===== config.mk =====
export PLATFORM = sky130hd
export DESIGN_NAME = sfr_requester_flat
export DESIGN_NICKNAME = d
export VERILOG_FILES = /design/src/verilog/sfr_access_pkg.sv /design/src/verilog/sfr_bus_if.sv /design/src/verilog/sfr_requester.sv /design/src/flat_wrapper.sv
export SDC_FILE = /design/constraint.sdc
export NUM_CORES = 1
export LEC_CHECK = 0
export BUFFER_PORTS_ARGS = -buffer_cell sky130_fd_sc_hd__buf_2
export CAP_MARGIN = 40
export CORE_MARGIN = 4
export CORE_UTILIZATION = 45
export CTS_CLUSTER_DIAMETER = 80
export DETAILED_ROUTE_END_ITERATION = 10
export PLACE_DENSITY = 0.83
export SYNTH_ARGS = -nofsm -noshare
export SYNTH_HDL_FRONTEND = slang
export SYNTH_SLANG_ARGS = --single-unit

===== constraint.sdc =====
create_clock -name core_clk -period 2.42 [get_ports core_clk]
set_input_delay 0.121 -clock core_clk [delete_from_list [all_inputs] [get_ports core_clk]]
set_output_delay 0.121 -clock core_clk [all_outputs]
set_load 0.03 [all_outputs]

===== src/verilog/sfr_access_pkg.sv =====
// shared constants and types of the peripheral register access path
package sfr_access_pkg;

  // ---------------------------------------------------------------
  // address map
  // ---------------------------------------------------------------
  localparam logic [15:0] STD_BASE   = 16'hFE00; // standard region
  localparam logic [15:0] EXT_BASE   = 16'hF000; // extended region
  localparam int          REGION_LSB = 9;        // 512-byte regions
  localparam int          PAGE_W     = 10;
  localparam logic [PAGE_W-1:0] SFR_PAGE = 10'h003;
  localparam int          IDX_W      = 9;        // region bit + word
  localparam int          WORDS      = 512;      // both regions

  // ---------------------------------------------------------------
  // register contents
  // ---------------------------------------------------------------
  localparam logic [15:0] REG_RESET = 16'h0000;
  localparam logic [15:0] IMPL_MASK = 16'h3FFF; // bits 15:14 reserved
  localparam logic [7:0]  ZERO_BYTE = 8'h00;

  // ---------------------------------------------------------------
  // timing
  // ---------------------------------------------------------------
  localparam int          STATE_CLKS = 2;       // core_clk per state
  localparam logic [0:0]  STATE_LAST = 1'h1;    // STATE_CLKS - 1
  localparam logic [1:0]  EXT_NONE   = 2'h0;
  localparam logic [2:0]  EXT_ZERO   = 3'h0;
  localparam logic [2:0]  EXT_ONE    = 3'h1;

  // ---------------------------------------------------------------
  // access kinds
  // ---------------------------------------------------------------
  typedef enum logic [1:0] {
    ACC_MEM,
    ACC_SHORT,
    ACC_PEC_XFER
  } access_kind_type;

endpackage


===== src/verilog/sfr_bus_if.sv =====
// link between the requesting core side and the register access unit
interface sfr_bus_if;
  import sfr_access_pkg::*;

  // request from the core or event transfer controller
  logic                  req;
  access_kind_type       kind;
  logic                  ext;
  logic [PAGE_W-1:0]     page;
  logic [15:0]           addr;
  logic                  write;
  logic                  byteOp;
  logic [15:0]           wdata;
  // answer from the access unit
  logic                  ready;
  logic                  rvalid;
  logic [15:0]           rdata;
  logic                  err;

  modport dev (
    input  req, kind, ext, page, addr, write, byteOp, wdata,
    output ready, rvalid, rdata, err
  );

  modport host (
    output req, kind, ext, page, addr, write, byteOp, wdata,
    input  ready, rvalid, rdata, err
  );

endinterface


===== src/verilog/sfr_requester.sv =====
// core-side requester: page pointers, extension and event transfers
module sfr_requester
  import sfr_access_pkg::*;
(
  // clock and reset
  input  wire logic              core_clk,
  input  wire logic              reset,
  // link to the access unit
  sfr_bus_if.host                bus,
  // page pointer load
  input  wire logic              ppWe,
  input  wire logic [1:0]        ppSel,
  input  wire logic [PAGE_W-1:0] ppPage,
  // register extension: count holds accesses minus one
  input  wire logic              extStart,
  input  wire logic [1:0]        extCount,
  // processor command
  input  wire logic              cmdValid,
  output logic                   cmdReady,
  input  wire logic              cmdShort,
  input  wire logic [15:0]       cmdAddr,
  input  wire logic              cmdWrite,
  input  wire logic              cmdByte,
  input  wire logic [15:0]       cmdData,
  // event transfer command
  input  wire logic              pecStart,
  input  wire logic [15:0]       pecSrc,
  input  wire logic [15:0]       pecDst,
  input  wire logic              pecByte,
  output logic                   pecBusy,
  // result
  output logic                   resValid,
  output logic [15:0]            resData,
  output logic                   resErr
);

  // ---------------------------------------------------------------
  // state
  // ---------------------------------------------------------------
  typedef enum logic [2:0] {
    S_IDLE, S_CPU, S_CPU_WAIT, S_RD, S_RD_WAIT, S_WR, S_WR_WAIT
  } req_state_type;

  req_state_type     state_ff, nxt_state;
  logic [PAGE_W-1:0] page_pointer_set [0:3];
  logic [2:0]        extLeft_ff;
  access_kind_type   kind_ff;
  logic [15:0]       addr_ff, data_ff, dst_ff;
  logic              write_ff, byte_ff, ext_ff;
  logic [PAGE_W-1:0] page_ff;
  logic              resValid_ff, resErr_ff;
  logic [15:0]       resData_ff;

  // ---------------------------------------------------------------
  // decode
  // ---------------------------------------------------------------

  // the transfer controller preempts the processor command
  assign cmdReady = (state_ff == S_IDLE) && !pecStart;
  assign pecBusy  = (state_ff == S_RD) || (state_ff == S_RD_WAIT) ||
                    (state_ff == S_WR) || (state_ff == S_WR_WAIT);

  wire logic cmdTake = cmdValid && cmdReady;
  wire logic [PAGE_W-1:0] selPage = page_pointer_set[cmdAddr[15:14]];
  // a full address is only issued once its pointer names page 3
  wire logic pageBad = !cmdShort && (selPage != SFR_PAGE); // [RQ8]
  wire logic taken   = bus.req && bus.ready;

  // ---------------------------------------------------------------
  // sequencing
  // ---------------------------------------------------------------
  always_comb begin
    nxt_state = state_ff;
    case (state_ff)
      S_IDLE:     if (pecStart) begin
                    nxt_state = S_RD;
                  end else if (cmdTake && !pageBad) begin
                    nxt_state = S_CPU;
                  end
      S_CPU:      if (taken) nxt_state = S_CPU_WAIT;
      S_CPU_WAIT: if (bus.rvalid) nxt_state = S_IDLE;
      S_RD:       if (taken) nxt_state = S_RD_WAIT;
      S_RD_WAIT:  if (bus.rvalid) begin
                    nxt_state = bus.err ? S_IDLE : S_WR;
                  end
      S_WR:       if (taken) nxt_state = S_WR_WAIT;
      S_WR_WAIT:  if (bus.rvalid) nxt_state = S_IDLE;
      default:    nxt_state = S_IDLE;
    endcase
  end

  always_ff @(posedge core_clk) begin
    if (reset) begin
      state_ff <= S_IDLE;
    end else begin
      state_ff <= nxt_state;
    end
  end

  // ---------------------------------------------------------------
  // page pointers and extension window
  // ---------------------------------------------------------------
  always_ff @(posedge core_clk) begin
    if (reset) begin
      for (int i = 0; i < 4; i++) begin
        page_pointer_set[i] <= SFR_PAGE;
      end
    end else if (ppWe) begin
      page_pointer_set[ppSel] <= ppPage;
    end
  end

  // each accepted short access uses up one extended access
  always_ff @(posedge core_clk) begin
    if (reset) begin
      extLeft_ff <= EXT_ZERO;
    end else if (extStart) begin
      extLeft_ff <= {1'b0, extCount} + EXT_ONE; // [RQ7]
    end else if (taken && kind_ff == ACC_SHORT &&
                 extLeft_ff != EXT_ZERO) begin
      extLeft_ff <= extLeft_ff - EXT_ONE; // [RQ7]
    end
  end

  // ---------------------------------------------------------------
  // request fields
  // ---------------------------------------------------------------
  always_ff @(posedge core_clk) begin
    if (reset) begin
      kind_ff <= ACC_MEM;
      addr_ff <= '0;
      data_ff <= '0;
      dst_ff  <= '0;
      write_ff <= 1'b0;
      byte_ff  <= 1'b0;
      ext_ff   <= 1'b0;
      page_ff  <= SFR_PAGE;
    end else if (state_ff == S_IDLE && pecStart) begin
      kind_ff  <= ACC_PEC_XFER; // own pointers, no page pointer [RQ9]
      addr_ff  <= pecSrc; // [RQ9]
      dst_ff   <= pecDst;
      write_ff <= 1'b0;
      byte_ff  <= pecByte;
    end else if (cmdTake) begin
      kind_ff  <= cmdShort ? ACC_SHORT : ACC_MEM;
      addr_ff  <= cmdAddr;
      data_ff  <= cmdData & IMPL_MASK; // reserved bits zero [RQ11]
      write_ff <= cmdWrite;
      byte_ff  <= cmdByte;
      ext_ff   <= cmdShort && (extLeft_ff != EXT_ZERO); // [RQ7]
      page_ff  <= selPage;
    end else if (state_ff == S_RD_WAIT && bus.rvalid) begin
      addr_ff  <= dst_ff; // [RQ9]
      data_ff  <= bus.rdata;
      write_ff <= 1'b1;
    end
  end

  assign bus.req    = (state_ff == S_CPU) || (state_ff == S_RD) ||
                      (state_ff == S_WR);
  assign bus.kind   = kind_ff;
  assign bus.ext    = ext_ff;
  assign bus.page   = page_ff;
  assign bus.addr   = addr_ff;
  assign bus.write  = write_ff;
  assign bus.byteOp = byte_ff;
  assign bus.wdata  = data_ff;

  // ---------------------------------------------------------------
  // result
  // ---------------------------------------------------------------

  // a bad page pointer answers at once without touching the link
  wire logic doneNow = bus.rvalid && (state_ff == S_CPU_WAIT ||
                       state_ff == S_WR_WAIT ||
                       (state_ff == S_RD_WAIT && bus.err));

  always_ff @(posedge core_clk) begin
    if (reset) begin
      resValid_ff <= 1'b0;
      resErr_ff   <= 1'b0;
      resData_ff  <= '0;
    end else begin
      resValid_ff <= doneNow || (cmdTake && pageBad); // [RQ8]
      resErr_ff   <= doneNow ? bus.err : (cmdTake && pageBad);
      if (doneNow) begin
        resData_ff <= bus.rdata;
      end else if (cmdTake && pageBad) begin
        resData_ff <= '0;
      end
    end
  end

  assign resValid = resValid_ff;
  assign resErr   = resErr_ff;
  assign resData  = resData_ff;

endmodule


===== src/flat_wrapper.sv =====
// flat-port wrapper written by rule: the top's interface ports become plain ports
module sfr_requester_flat import sfr_access_pkg::*;
  (core_clk, reset, ppWe, ppSel, ppPage, extStart, extCount, cmdValid, cmdReady, cmdShort, cmdAddr, cmdWrite, cmdByte, cmdData, pecStart, pecSrc, pecDst, pecByte, pecBusy, resValid, resData, resErr, bus_req, bus_kind, bus_ext, bus_page, bus_addr, bus_write, bus_byteOp, bus_wdata, bus_ready, bus_rvalid, bus_rdata, bus_err);
  sfr_bus_if bus_i ();
  input  wire logic core_clk;
  input  wire logic reset;
  input  wire logic ppWe;
  input  wire logic [1:0] ppSel;
  input  wire logic [PAGE_W-1:0] ppPage;
  input  wire logic extStart;
  input  wire logic [1:0] extCount;
  input  wire logic cmdValid;
  output logic cmdReady;
  input  wire logic cmdShort;
  input  wire logic [15:0] cmdAddr;
  input  wire logic cmdWrite;
  input  wire logic cmdByte;
  input  wire logic [15:0] cmdData;
  input  wire logic pecStart;
  input  wire logic [15:0] pecSrc;
  input  wire logic [15:0] pecDst;
  input  wire logic pecByte;
  output logic pecBusy;
  output logic resValid;
  output logic [15:0] resData;
  output logic resErr;
  output wire logic [$bits(bus_i.req)-1:0] bus_req;
  output wire logic [$bits(bus_i.kind)-1:0] bus_kind;
  output wire logic [$bits(bus_i.ext)-1:0] bus_ext;
  output wire logic [$bits(bus_i.page)-1:0] bus_page;
  output wire logic [$bits(bus_i.addr)-1:0] bus_addr;
  output wire logic [$bits(bus_i.write)-1:0] bus_write;
  output wire logic [$bits(bus_i.byteOp)-1:0] bus_byteOp;
  output wire logic [$bits(bus_i.wdata)-1:0] bus_wdata;
  input wire logic [$bits(bus_i.ready)-1:0] bus_ready;
  input wire logic [$bits(bus_i.rvalid)-1:0] bus_rvalid;
  input wire logic [$bits(bus_i.rdata)-1:0] bus_rdata;
  input wire logic [$bits(bus_i.err)-1:0] bus_err;
  assign bus_req = bus_i.req;
  assign bus_kind = bus_i.kind;
  assign bus_ext = bus_i.ext;
  assign bus_page = bus_i.page;
  assign bus_addr = bus_i.addr;
  assign bus_write = bus_i.write;
  assign bus_byteOp = bus_i.byteOp;
  assign bus_wdata = bus_i.wdata;
  assign bus_i.ready = bus_ready;
  assign bus_i.rvalid = bus_rvalid;
  assign bus_i.rdata = bus_rdata;
  assign bus_i.err = bus_err;
  sfr_requester u_core (.core_clk(core_clk), .reset(reset), .bus(bus_i), .ppWe(ppWe), .ppSel(ppSel), .ppPage(ppPage), .extStart(extStart), .extCount(extCount), .cmdValid(cmdValid), .cmdReady(cmdReady), .cmdShort(cmdShort), .cmdAddr(cmdAddr), .cmdWrite(cmdWrite), .cmdByte(cmdByte), .cmdData(cmdData), .pecStart(pecStart), .pecSrc(pecSrc), .pecDst(pecDst), .pecByte(pecByte), .pecBusy(pecBusy), .resValid(resValid), .resData(resData), .resErr(resErr));
endmodule

Word level (Yosys, flattened, before mapping)
Memory sizes are Yosys's and may differ from the RTL's.
Cells that the tools add are included.
{ "totals": {"mem_bits_rw": 40, "mem_count": 1, "ff_bits": 87, "output_inout_bits": 68} }
{ "memory_table": {"columns": ["memory", "depth", "word_bits", "rd", "rd_clocked_by_memory_dff", "write_ports", "line_no", "rtl"], "rows": [
  ["u_core.page_pointer_set", 4, 10, 1, 0, 4, "sfr_requester.sv:45", "logic [PAGE_W-1:0] page_pointer_set [0:3];"]
]} }
{ "op_classes": {"reduce_logical": 37, "n_eq_ne": 14, "addsub": 2, "bitwise": 1, "n_mux": 34} }
{ "ops": {"columns": ["cell", "count"], "rows": [
  ["16-bit two-way mux", 7],
  ["3-bit two-way mux", 10],
  ["3-bit case mux with 6 select lines", 1],
  ["1-bit logical AND", 13],
  ["1-bit two-way mux", 12],
  ["10-bit two-way mux", 1],
  ["10-bit by 2-bit != test with 1-bit output (second input constant)", 1],
  ["10-bit OR reduction", 1],
  ["3-bit == test (second input constant)", 3],
  ["1-bit logical OR", 8],
  ["2-bit by 1-bit != test with 1-bit output (second input constant)", 4],
  ["2-bit nonzero test", 4],
  ["3-bit by 2-bit == test with 1-bit output (second input constant)", 2],
  ["2-bit two-way mux", 3],
  ["6-bit AND reduction", 1],
  ["3-bit nonzero test", 2],
  ["2-bit AND reduction", 2],
  ["2-bit OR reduction", 2],
  ["2-bit by 1-bit adder with 3-bit output (second input constant)", 1],
  ["3-bit by 1-bit == test with 1-bit output (second input constant)", 1],
  ["1-bit zero test", 3],
  ["3-bit zero test", 1],
  ["3-bit != test (second input constant)", 1],
  ["3-bit by 1-bit subtractor with 3-bit output (second input constant)", 1],
  ["other kinds (3)", 3]
]} }

Depth between registers and ports, before layout
Gate-level depths: netlist of run 1.
{ "depth": {"ltp_word": 8, "depth_mapped": 8, "mapped_depth_nobuf": 8} }

Least setup slack after synthesis of run 1
Ideal clock, no wire load.
{ "synth_path": {"kind": "register -> register", "startpoint": "reg u_core.state_ff[0]", "endpoint": "reg u_core.resData_ff[10] (netlist: u_core.resData[10])", "path_stages_with_launch": 9, "n_path_buf": 3, "t_arrival_ps": 2351, "required_time_ps": 2305, "setup_slack_ps": -46, "cell_sequence": "dfxtp_1 -> buf_2 -> nor4_2 -> nand2_1 -> a311o_2 -> nand2b_1 -> buf_6 -> buf_6 -> nor2_1"} }
{ "synth_between": {"elab_chain_len": 5, "elab_cells_between_ends": 13} }
{ "synth_lines": {"columns": ["item", "line_no", "rtl"], "rows": [
  ["from (decl)", "sfr_requester.sv:44", "req_state_type state_ff, nxt_state;"],
  ["from (signal assigned)", "sfr_requester.sv:96", "state_ff <= nxt_state;"],
  ["3-bit zero test", "sfr_requester.sv:59", "assign cmdReady = (state_ff == S_IDLE) && !pecStart;"],
  ["1-bit logical AND", "sfr_requester.sv:59", null],
  ["net cmdReady", "flat_wrapper.sv:13", "output logic cmdReady;"],
  ["1-bit logical AND", "sfr_requester.sv:63", "wire logic cmdTake = cmdValid && cmdReady;"],
  ["1-bit logical AND", "sfr_requester.sv:188", "end else if (cmdTake && pageBad) begin"],
  ["2-bit nonzero test (no line)", null, null],
  ["to (signal assigned)", "sfr_requester.sv:187", "resData_ff <= bus.rdata;"],
  ["to (decl)", "sfr_requester.sv:52", "logic [15:0] resData_ff;"]
]} }
The timed path passes the listed nets, and every way through them passes these cells.
A chain may end at the register's enable or synchronous reset.

Worst setup path after layout of run 1
{ "layout_path": {"startpoint": "reg u_core.state_ff[0]", "endpoint": "reg u_core.extLeft_ff[0]"} }
{ "layout_between": {"elab_chain_len": 7, "elab_cells_between_ends": 9} }
{ "layout_lines": {"columns": ["item", "line_no", "rtl"], "rows": [
  ["3-bit by 1-bit == test with 1-bit output or 3-bit by 2-bit == test with 1-bit output (tied branches)", "sfr_requester.sv:159", "assign bus.req = (state_ff == S_CPU) || (state_ff == S_RD) ||"],
  ["1-bit logical OR", "sfr_requester.sv:159", null],
  ["1-bit logical OR (*)", "sfr_requester.sv:159", null],
  ["1-bit logical AND (*)", "sfr_requester.sv:67", "wire logic taken = bus.req && bus.ready;"],
  ["1-bit logical AND (*) (2 in a row)", "sfr_requester.sv:119", "end else if (taken && kind_ff == ACC_SHORT &&"],
  ["2-bit nonzero test (no line) (*)", null, null],
  ["to (signal assigned)", "sfr_requester.sv:118", "extLeft_ff <= {1'b0, extCount} + EXT_ONE;"],
  ["to (signal assigned)", "sfr_requester.sv:121", "extLeft_ff <= extLeft_ff - EXT_ONE;"],
  ["to (decl)", "sfr_requester.sv:46", "logic [2:0] extLeft_ff;"]
]} }
Mark *: on every way between the ends. The rest lies on a longest branch, timed or not.

==> results.cfg, run 1 <==
[run_status]
status = finished clean

[logic_synthesis]
syn_inst = 504
synth.area.top_cells = dfxtp_1 (33%), edfxtp_1 (22%), mux2i_1 (6.6%)
syn-num-nets = 614
ys_seq_elements = 127
synth_area_um2 = 5348
ys_types = 42
synthArstFlopShare_pct = 0
synth.top_cell.area_share_pct = 32.57
ys_warn_count = 0
synth_edf_count = 40
synth_flop_cell = dfxtp_1
yosysTopAreaCell = dfxtp_1
avgSynthCellArea_um2 = 10.61
seq_area_frac_synth_pct = 55.03

[routing]
drt_first_pass_iters = 7
wl_per_cell_um = 17.21
dr.first_iter.drc_count = 341
via_count = 4710
drc = 0
wirelength_mm = 15.02
vias_per_cell = 5.395
antenna_left = 0

[worst_setup_path]
cp-start-kind = flop
cp.required_ps = 2760
path_class = flop to flop
cp-end-kind = flop
worstPathMaxFanout = 8
rr_worst_depth = 8
cp.arrival_ps = 2590

[cts]
cts_root_buf = clkbuf_16
worstSkewPairLatency_ps = 410
clk_pin_slew_ps = 50
numClockSinks = 127
tritoncts = done
cts_setup_buffers = 0
clk_path_buf_depth = 2
cts_buffers = 17
htreeDepth = 4

[sta]
slew_headroom_pct = 46.22
fmax_mhz = 444.6
slew_viol_final = 0
setup_viol = 0
finalHoldViolCount = 0
period_share_pct = 92.94
finalSetupTns_ps = 0
grt_setup_unrepaired = false
finalCriticalPeriod_ps = 2249
tightest_slew_ps = 806.7
fin_skew_ps = 9.618

[pwr]
peakVddDrop_uv = 381.3
powerDensity_nw_per_um2 = 992.0
leakagePower_nw = 3.115

[global_routing]
overflow = 0
grt_max_degree = 77
grt_pass1_wl_mm = 22.97
grt_antenna_before_repair = 0
grt_pass1_vias = 4796
grt_usage_pct = 21.92

[final_layout]
fin_nets = 827
n_fill_cell = 875
antennaDiodeCount = 0
finalInstanceArea_um2 = 7422
drive_gt1_share_pct = 31.92
area_growth_pct = 38.79

[min_path]
holdCritPathClass = primary input to flop
hold_path_depth = 3

[place]
dp_hpwl_mm = 9.956
gp_congestion = 0.7660
placed_cell_area_um2 = 6326
io_buffers = 172

[floorplan]
initial_core_util_pct = 46.44
rows = 39
core_um2 = 11520
die_area_um2 = 13690
fp.dieH_um = 117.0
design.portCount = 175
die_w_um = 117.0

[run]
drv_cap = 0
-- critical path: stages, from the launching register on --
cell           delay, ps
dfxtp_1              390
buf_4                190
a21bo_2              250
inv_1                130
nand4_1              240
xnor2_1              210
nor2_1                50
a211oi_1             160
dlygate4sd3_1        580
-- per-layer routing --
metal | vias up | wire length [µm] | GRT usage, % | part of all wire [%]
met5 | - | 0 | 0 | 0
met4 | 0 | 527 | 11.54 | 3.5
met3 | 46 | 981 | 4.936 | 6.5
met2 | 219 | 7745 | 39.25 | 52
met1 | 2200 | 5766 | 24.18 | 38
li1 | 2245 | - | - | -
-- metrics by stage --
step	hold slack, ps	utilization (%)	setup slack [ps]	total power [mW]	instances
2_1_floorplan	215.6	-	242.6	4.019	504
5_1_grt	18.63	64.45	40.34	7.716	873
3_3_place_gp	323.9	54.87	285.7	4.526	794
6_report	15.39	64.45	171.0	7.363	873
3_5_place_dp	347.0	54.93	254.0	4.614	795
4_1_cts	0.4899	64.31	101.4	7.393	872
-- cells in the final DEF (no fill, tap or decap), types with 2 or more instances in the layout --
cell type      synthesis  final
buf_2                 10    172
dfxtp_1               87     85
nand2_1               78     78
a21oi_1               50     50
dlygate4sd3_1          0     46
edfxtp_1              40     40
nor2_1                36     36
mux2i_1               35     35
and2_1                34     34
clkbuf_16              0     17
a211oi_1              16     16
a222oi_1              16     16
buf_4                  0     12
nand2b_1              11     11
inv_1                  7      7
mux4_1                 6      6
nor3_1                 7      5
nand3b_1               5      5
bufinv_16              0      5
mux4_2                 4      4
clkbuf_1              20      4
nor3b_1                4      3
or2_2                  3      3
o21ai_0                3      3
ha_1                   3      3
xnor2_1                2      2
nor3_2                 0      2
o21bai_1               2      2
nor2_2                 2      2
clkinv_4               0      2
clkinv_2               0      2
dfxtp_2                0      2
-- kinds of logic (layout without fill, tap and decap cells) --
family / after synthesis / after routing / synth area share, %
compound gates: 95 / 95 / 11.79
xor+xnor: 2 / 2 / 0.3276
simple gates: 188 / 188 / 17.06
buf+inv: 44 / 270 / 3.907
flops: 127 / 127 / 55.03
fa+ha+maj: 3 / 3 / 0.7020
mux: 45 / 45 / 11.18
-- report_power, final --
part           leakage (nW)  internal, mW  switching (mW)  total [mW]
clock                 0.303          1.82           0.879        2.70
sequential             1.10          2.52           0.182        2.71
combinational          1.71         0.704            1.25        1.95
total                  3.11          5.05            2.31        7.36
-- registers in the layout, indices dropped and copies added, names as in the netlist, 2 cells and up --
signal and cells:
u_core.bus.addr 16, u_core.page_pointer_set 40, u_core.bus.wdata 16, u_core.resData 16
u_core.dst_ff 16, u_core.bus.kind 2, u_core.state_ff 3, u_core.bus.page 10
u_core.extLeft_ff 3
-- cell type report --
| type | count | area [µm²] | share of cell area, % |
|---|---|---|---|
| clock buffers | 21 | 440.4 | 5.934 |
| clock inverters | 11 | 188.9 | 2.546 |
| inverters | 7 | 26.28 | 0.3540 |
| well taps | 143 | 178.9 | 2.411 |
| multi-input cells | 333 | 2220 | 29.91 |
| flip-flops and latches | 127 | 2945 | 39.68 |
| repair buffers | 231 | 1423 | 19.17 |
-- synth_stat cells, types with 2 or more instances --
cell type	count
mux2i_1	35
mux4_1	6
dfxtp_1	87
nor3_1	7
nor2_2	2
and2_1	34
a222oi_1	16
a211oi_1	16
xnor2_1	2
or2_2	3
nand3b_1	5
mux4_2	4
nor2_1	36
o21bai_1	2
clkbuf_1	20
o21ai_0	3
inv_1	7
buf_6	3
buf_1	3
a21oi_1	50
nand2_1	78
ha_1	3
edfxtp_1	40
nand2b_1	11
nor3b_1	4
nor4_2	2
buf_2	10
-- timing repair --
item,in CTS,in global routing
hold endpoints to repair,47,1
hold buffers,45,1
setup endpoints to repair,0,1
resized for setup,0,3
-- worst paths after layout --
kind                                                       from                                end  slack, ps
worst max-delay path            u_core.state_ff[0]$_SDFFE_PP0P_  u_core.extLeft_ff[0]$_SDFFE_PP0P_        170
worst min-delay path                                 cmdData[8]   u_core.bus.wdata[8]$_SDFFE_PP0P_         20
worst max register to register  u_core.state_ff[0]$_SDFFE_PP0P_  u_core.extLeft_ff[0]$_SDFFE_PP0P_        170
worst min register to register   u_core.dst_ff[14]$_SDFFE_PP0P_     u_core.dst_ff[14]$_SDFFE_PP0P_        450
Power figures use the tool's default switching activity.
==> inputs of run 2 (changes only) <==
- CORE_UTILIZATION: 45 -> 51
- PLACE_DENSITY: 0.83 -> 0.8
==> results.cfg, run 2 (synthesized netlist as in run 1, its figures left out) <==
[run_status]
status = complete, but fails checks
violations = DRC

[worst_setup_path]
max_stage_delay_ps = 580
cp-start-kind = flop
rr_worst_depth = 6
path_buf_inv = 2
cp.arrival_ps = 2710
cp_slowest_cell = dlygate4sd3_1
path_cells = nor4_4, and2_2, buf_12, a222oi_1, dlygate4sd3_1, a21oi_1
path_class = flop to flop
cp-end-kind = flop
cp.required_ps = 2840
ff2ff_setup_slack_ps = 130
worstPathMaxFanout = 23
cp.depth = 6
crit_family = buffers and inverters

[sta]
finalCriticalPeriod_ps = 2287
finalSetupTns_ps = 0
finalWorstSetupSlack_ps = 133.2
grt_setup_unrepaired = false
fin_skew_ps = 10.80
slew_headroom_pct = 46.84
setup_viol = 0
slew_viol_final = 0
tightest_slew_ps = 797.4
fmax_mhz = 437.3
finalHoldViolCount = 0
period_share_pct = 94.50

[floorplan]
die_w_um = 110.4
design.portCount = 175
rows = 37
fp.dieH_um = 110.4
die_area_um2 = 12190
core_um2 = 10280
initial_core_util_pct = 52.03

[routing]
wl_per_cell_um = 19.14
vias_per_cell = 5.655
wirelength_mm = 17.64
antenna_left = 0
via_count = 5214
dr.first_iter.drc_count = 666
drt_first_pass_iters = 11
drc = 19

[final_layout]
finish.utilization_pct = 77.15
largest_register_ffs = 40
finalInstanceArea_um2 = 7929
layout_common_cells = buf_2 (172), dlygate4sd3_1 (99), dfxtp_1 (84), nand2_1 (78), a21oi_1 (50)
final_common_cell = buf_2
area_growth_pct = 48.27
fin_nets = 882
drive_gt1_share_pct = 30.57
regMostFlops = u_core.page_pointer_set

[min_path]
hold_path_depth = 4
holdCritPathClass = primary input to flop

[pwr]
p_int_mw = 4.904
peakVddDrop_uv = 495.2
combPwrFrac_pct = 29.4
leakagePower_nw = 3.309
p_sw_share_pct = 33.74
p_clk_share_pct = 33.5
seqPwrFrac_pct = 37.1
powerDensity_nw_per_um2 = 933.4
p_sw_mw = 2.498

[global_routing]
grt_pass1_wl_mm = 28.72
met1_usage_pct = 33.39
grtUsageMet2_pct = 49.39
grt_pass1_vias = 5494
overflow = 0
grt_usage_pct = 29.49
busiest_layer = met2
grt_antenna_before_repair = 1
grt_max_degree = 77
grt_util_met3_pct = 8.767

[run]
drv_cap = 0

[place]
dp_slack_ps = 239.3
gp_congestion = 0.8761
dp_hpwl_mm = 9.706
io_buffers = 172
placed_cell_area_um2 = 6345

[cts]
cts_buffers = 17
htreeDepth = 4
cts_root_buf = clkbuf_8
clk_pin_slew_ps = 60
clk_path_buf_depth = 2
numClockSinks = 127
tritoncts = done
worstSkewPairLatency_ps = 520
run 2: changes by cell type in the layout (fill, tap and decap cells not counted), sizes merged, moves of 2 or more:
cell / change
buf: +2
bufinv: -3
dlygate4sd3: +53
inv: +4
run 2: stage by stage:
step           power, mW  hold slack [ps]  cells
2_1_floorplan      4.019            215.6    504
3_5_place_dp       4.616            337.6    789
4_1_cts            7.282            28.57    920
3_3_place_gp       4.556            326.8    789
6_report           7.401            47.04    922
5_1_grt            7.698            45.63    922
run 2: worst paths after layout:
check | start | to
worst min-delay path | cmdValid | u_core.resErr$_SDFF_PP0_
worst max-delay path | u_core.state_ff[2]$_SDFFE_PP0P_ | u_core.bus.addr[3]$_SDFFE_PP0P_
worst max register to register | u_core.state_ff[2]$_SDFFE_PP0P_ | u_core.bus.addr[3]$_SDFFE_PP0P_
worst min register to register | u_core.bus.ext$_SDFFE_PP0P_ | u_core.bus.ext$_SDFFE_PP0P_
run 2: worst min-delay path: stages:
cell and delay (ps):
buf_2 130, nand2_1 80, a311o_2 130, a21oi_1 60
run 2: power by group through the flow:
stage | Combinational, mW | Sequential, mW | Clock [mW]
2_1_floorplan | 0.941 | 3.08 | 0
3_3_place_gp | 1.81 | 2.74 | 0
3_5_place_dp | 1.86 | 2.76 | 0
4_1_cts | 2.09 | 2.72 | 2.48
5_1_grt | 2.32 | 2.78 | 2.60
6_report | 2.18 | 2.75 | 2.48
run 2: area by class of cell:
type                       count  area (µm²)
sequential                   127        2947
fill                         624        2349
multi-input combinational    333        2216
timing repair buffer         286        1989
clock buffer                  20       445.4
tap                          136       170.2
clock inverter                12       132.6
inverter                       7       26.28
antenna                        1       2.502
run 2: timing repair:
| action | CTS | global route |
|---|---|---|
| hold buffers | 99 | 0 |
| hold endpoints to repair | 115 | 0 |
| endpoints found under the setup margin | 0 | 12 |
| buffers inserted | 0 | 1 |
| gates resized for setup | 0 | 4 |
run 2: routing by layer:
metal / share of wire, % / vias to the layer above
li1: - / 2345
met1: 37 / 2433
met2: 49 / 338
met3: 8.1 / 98
met4: 5.7 / 0
met5: 0 / -
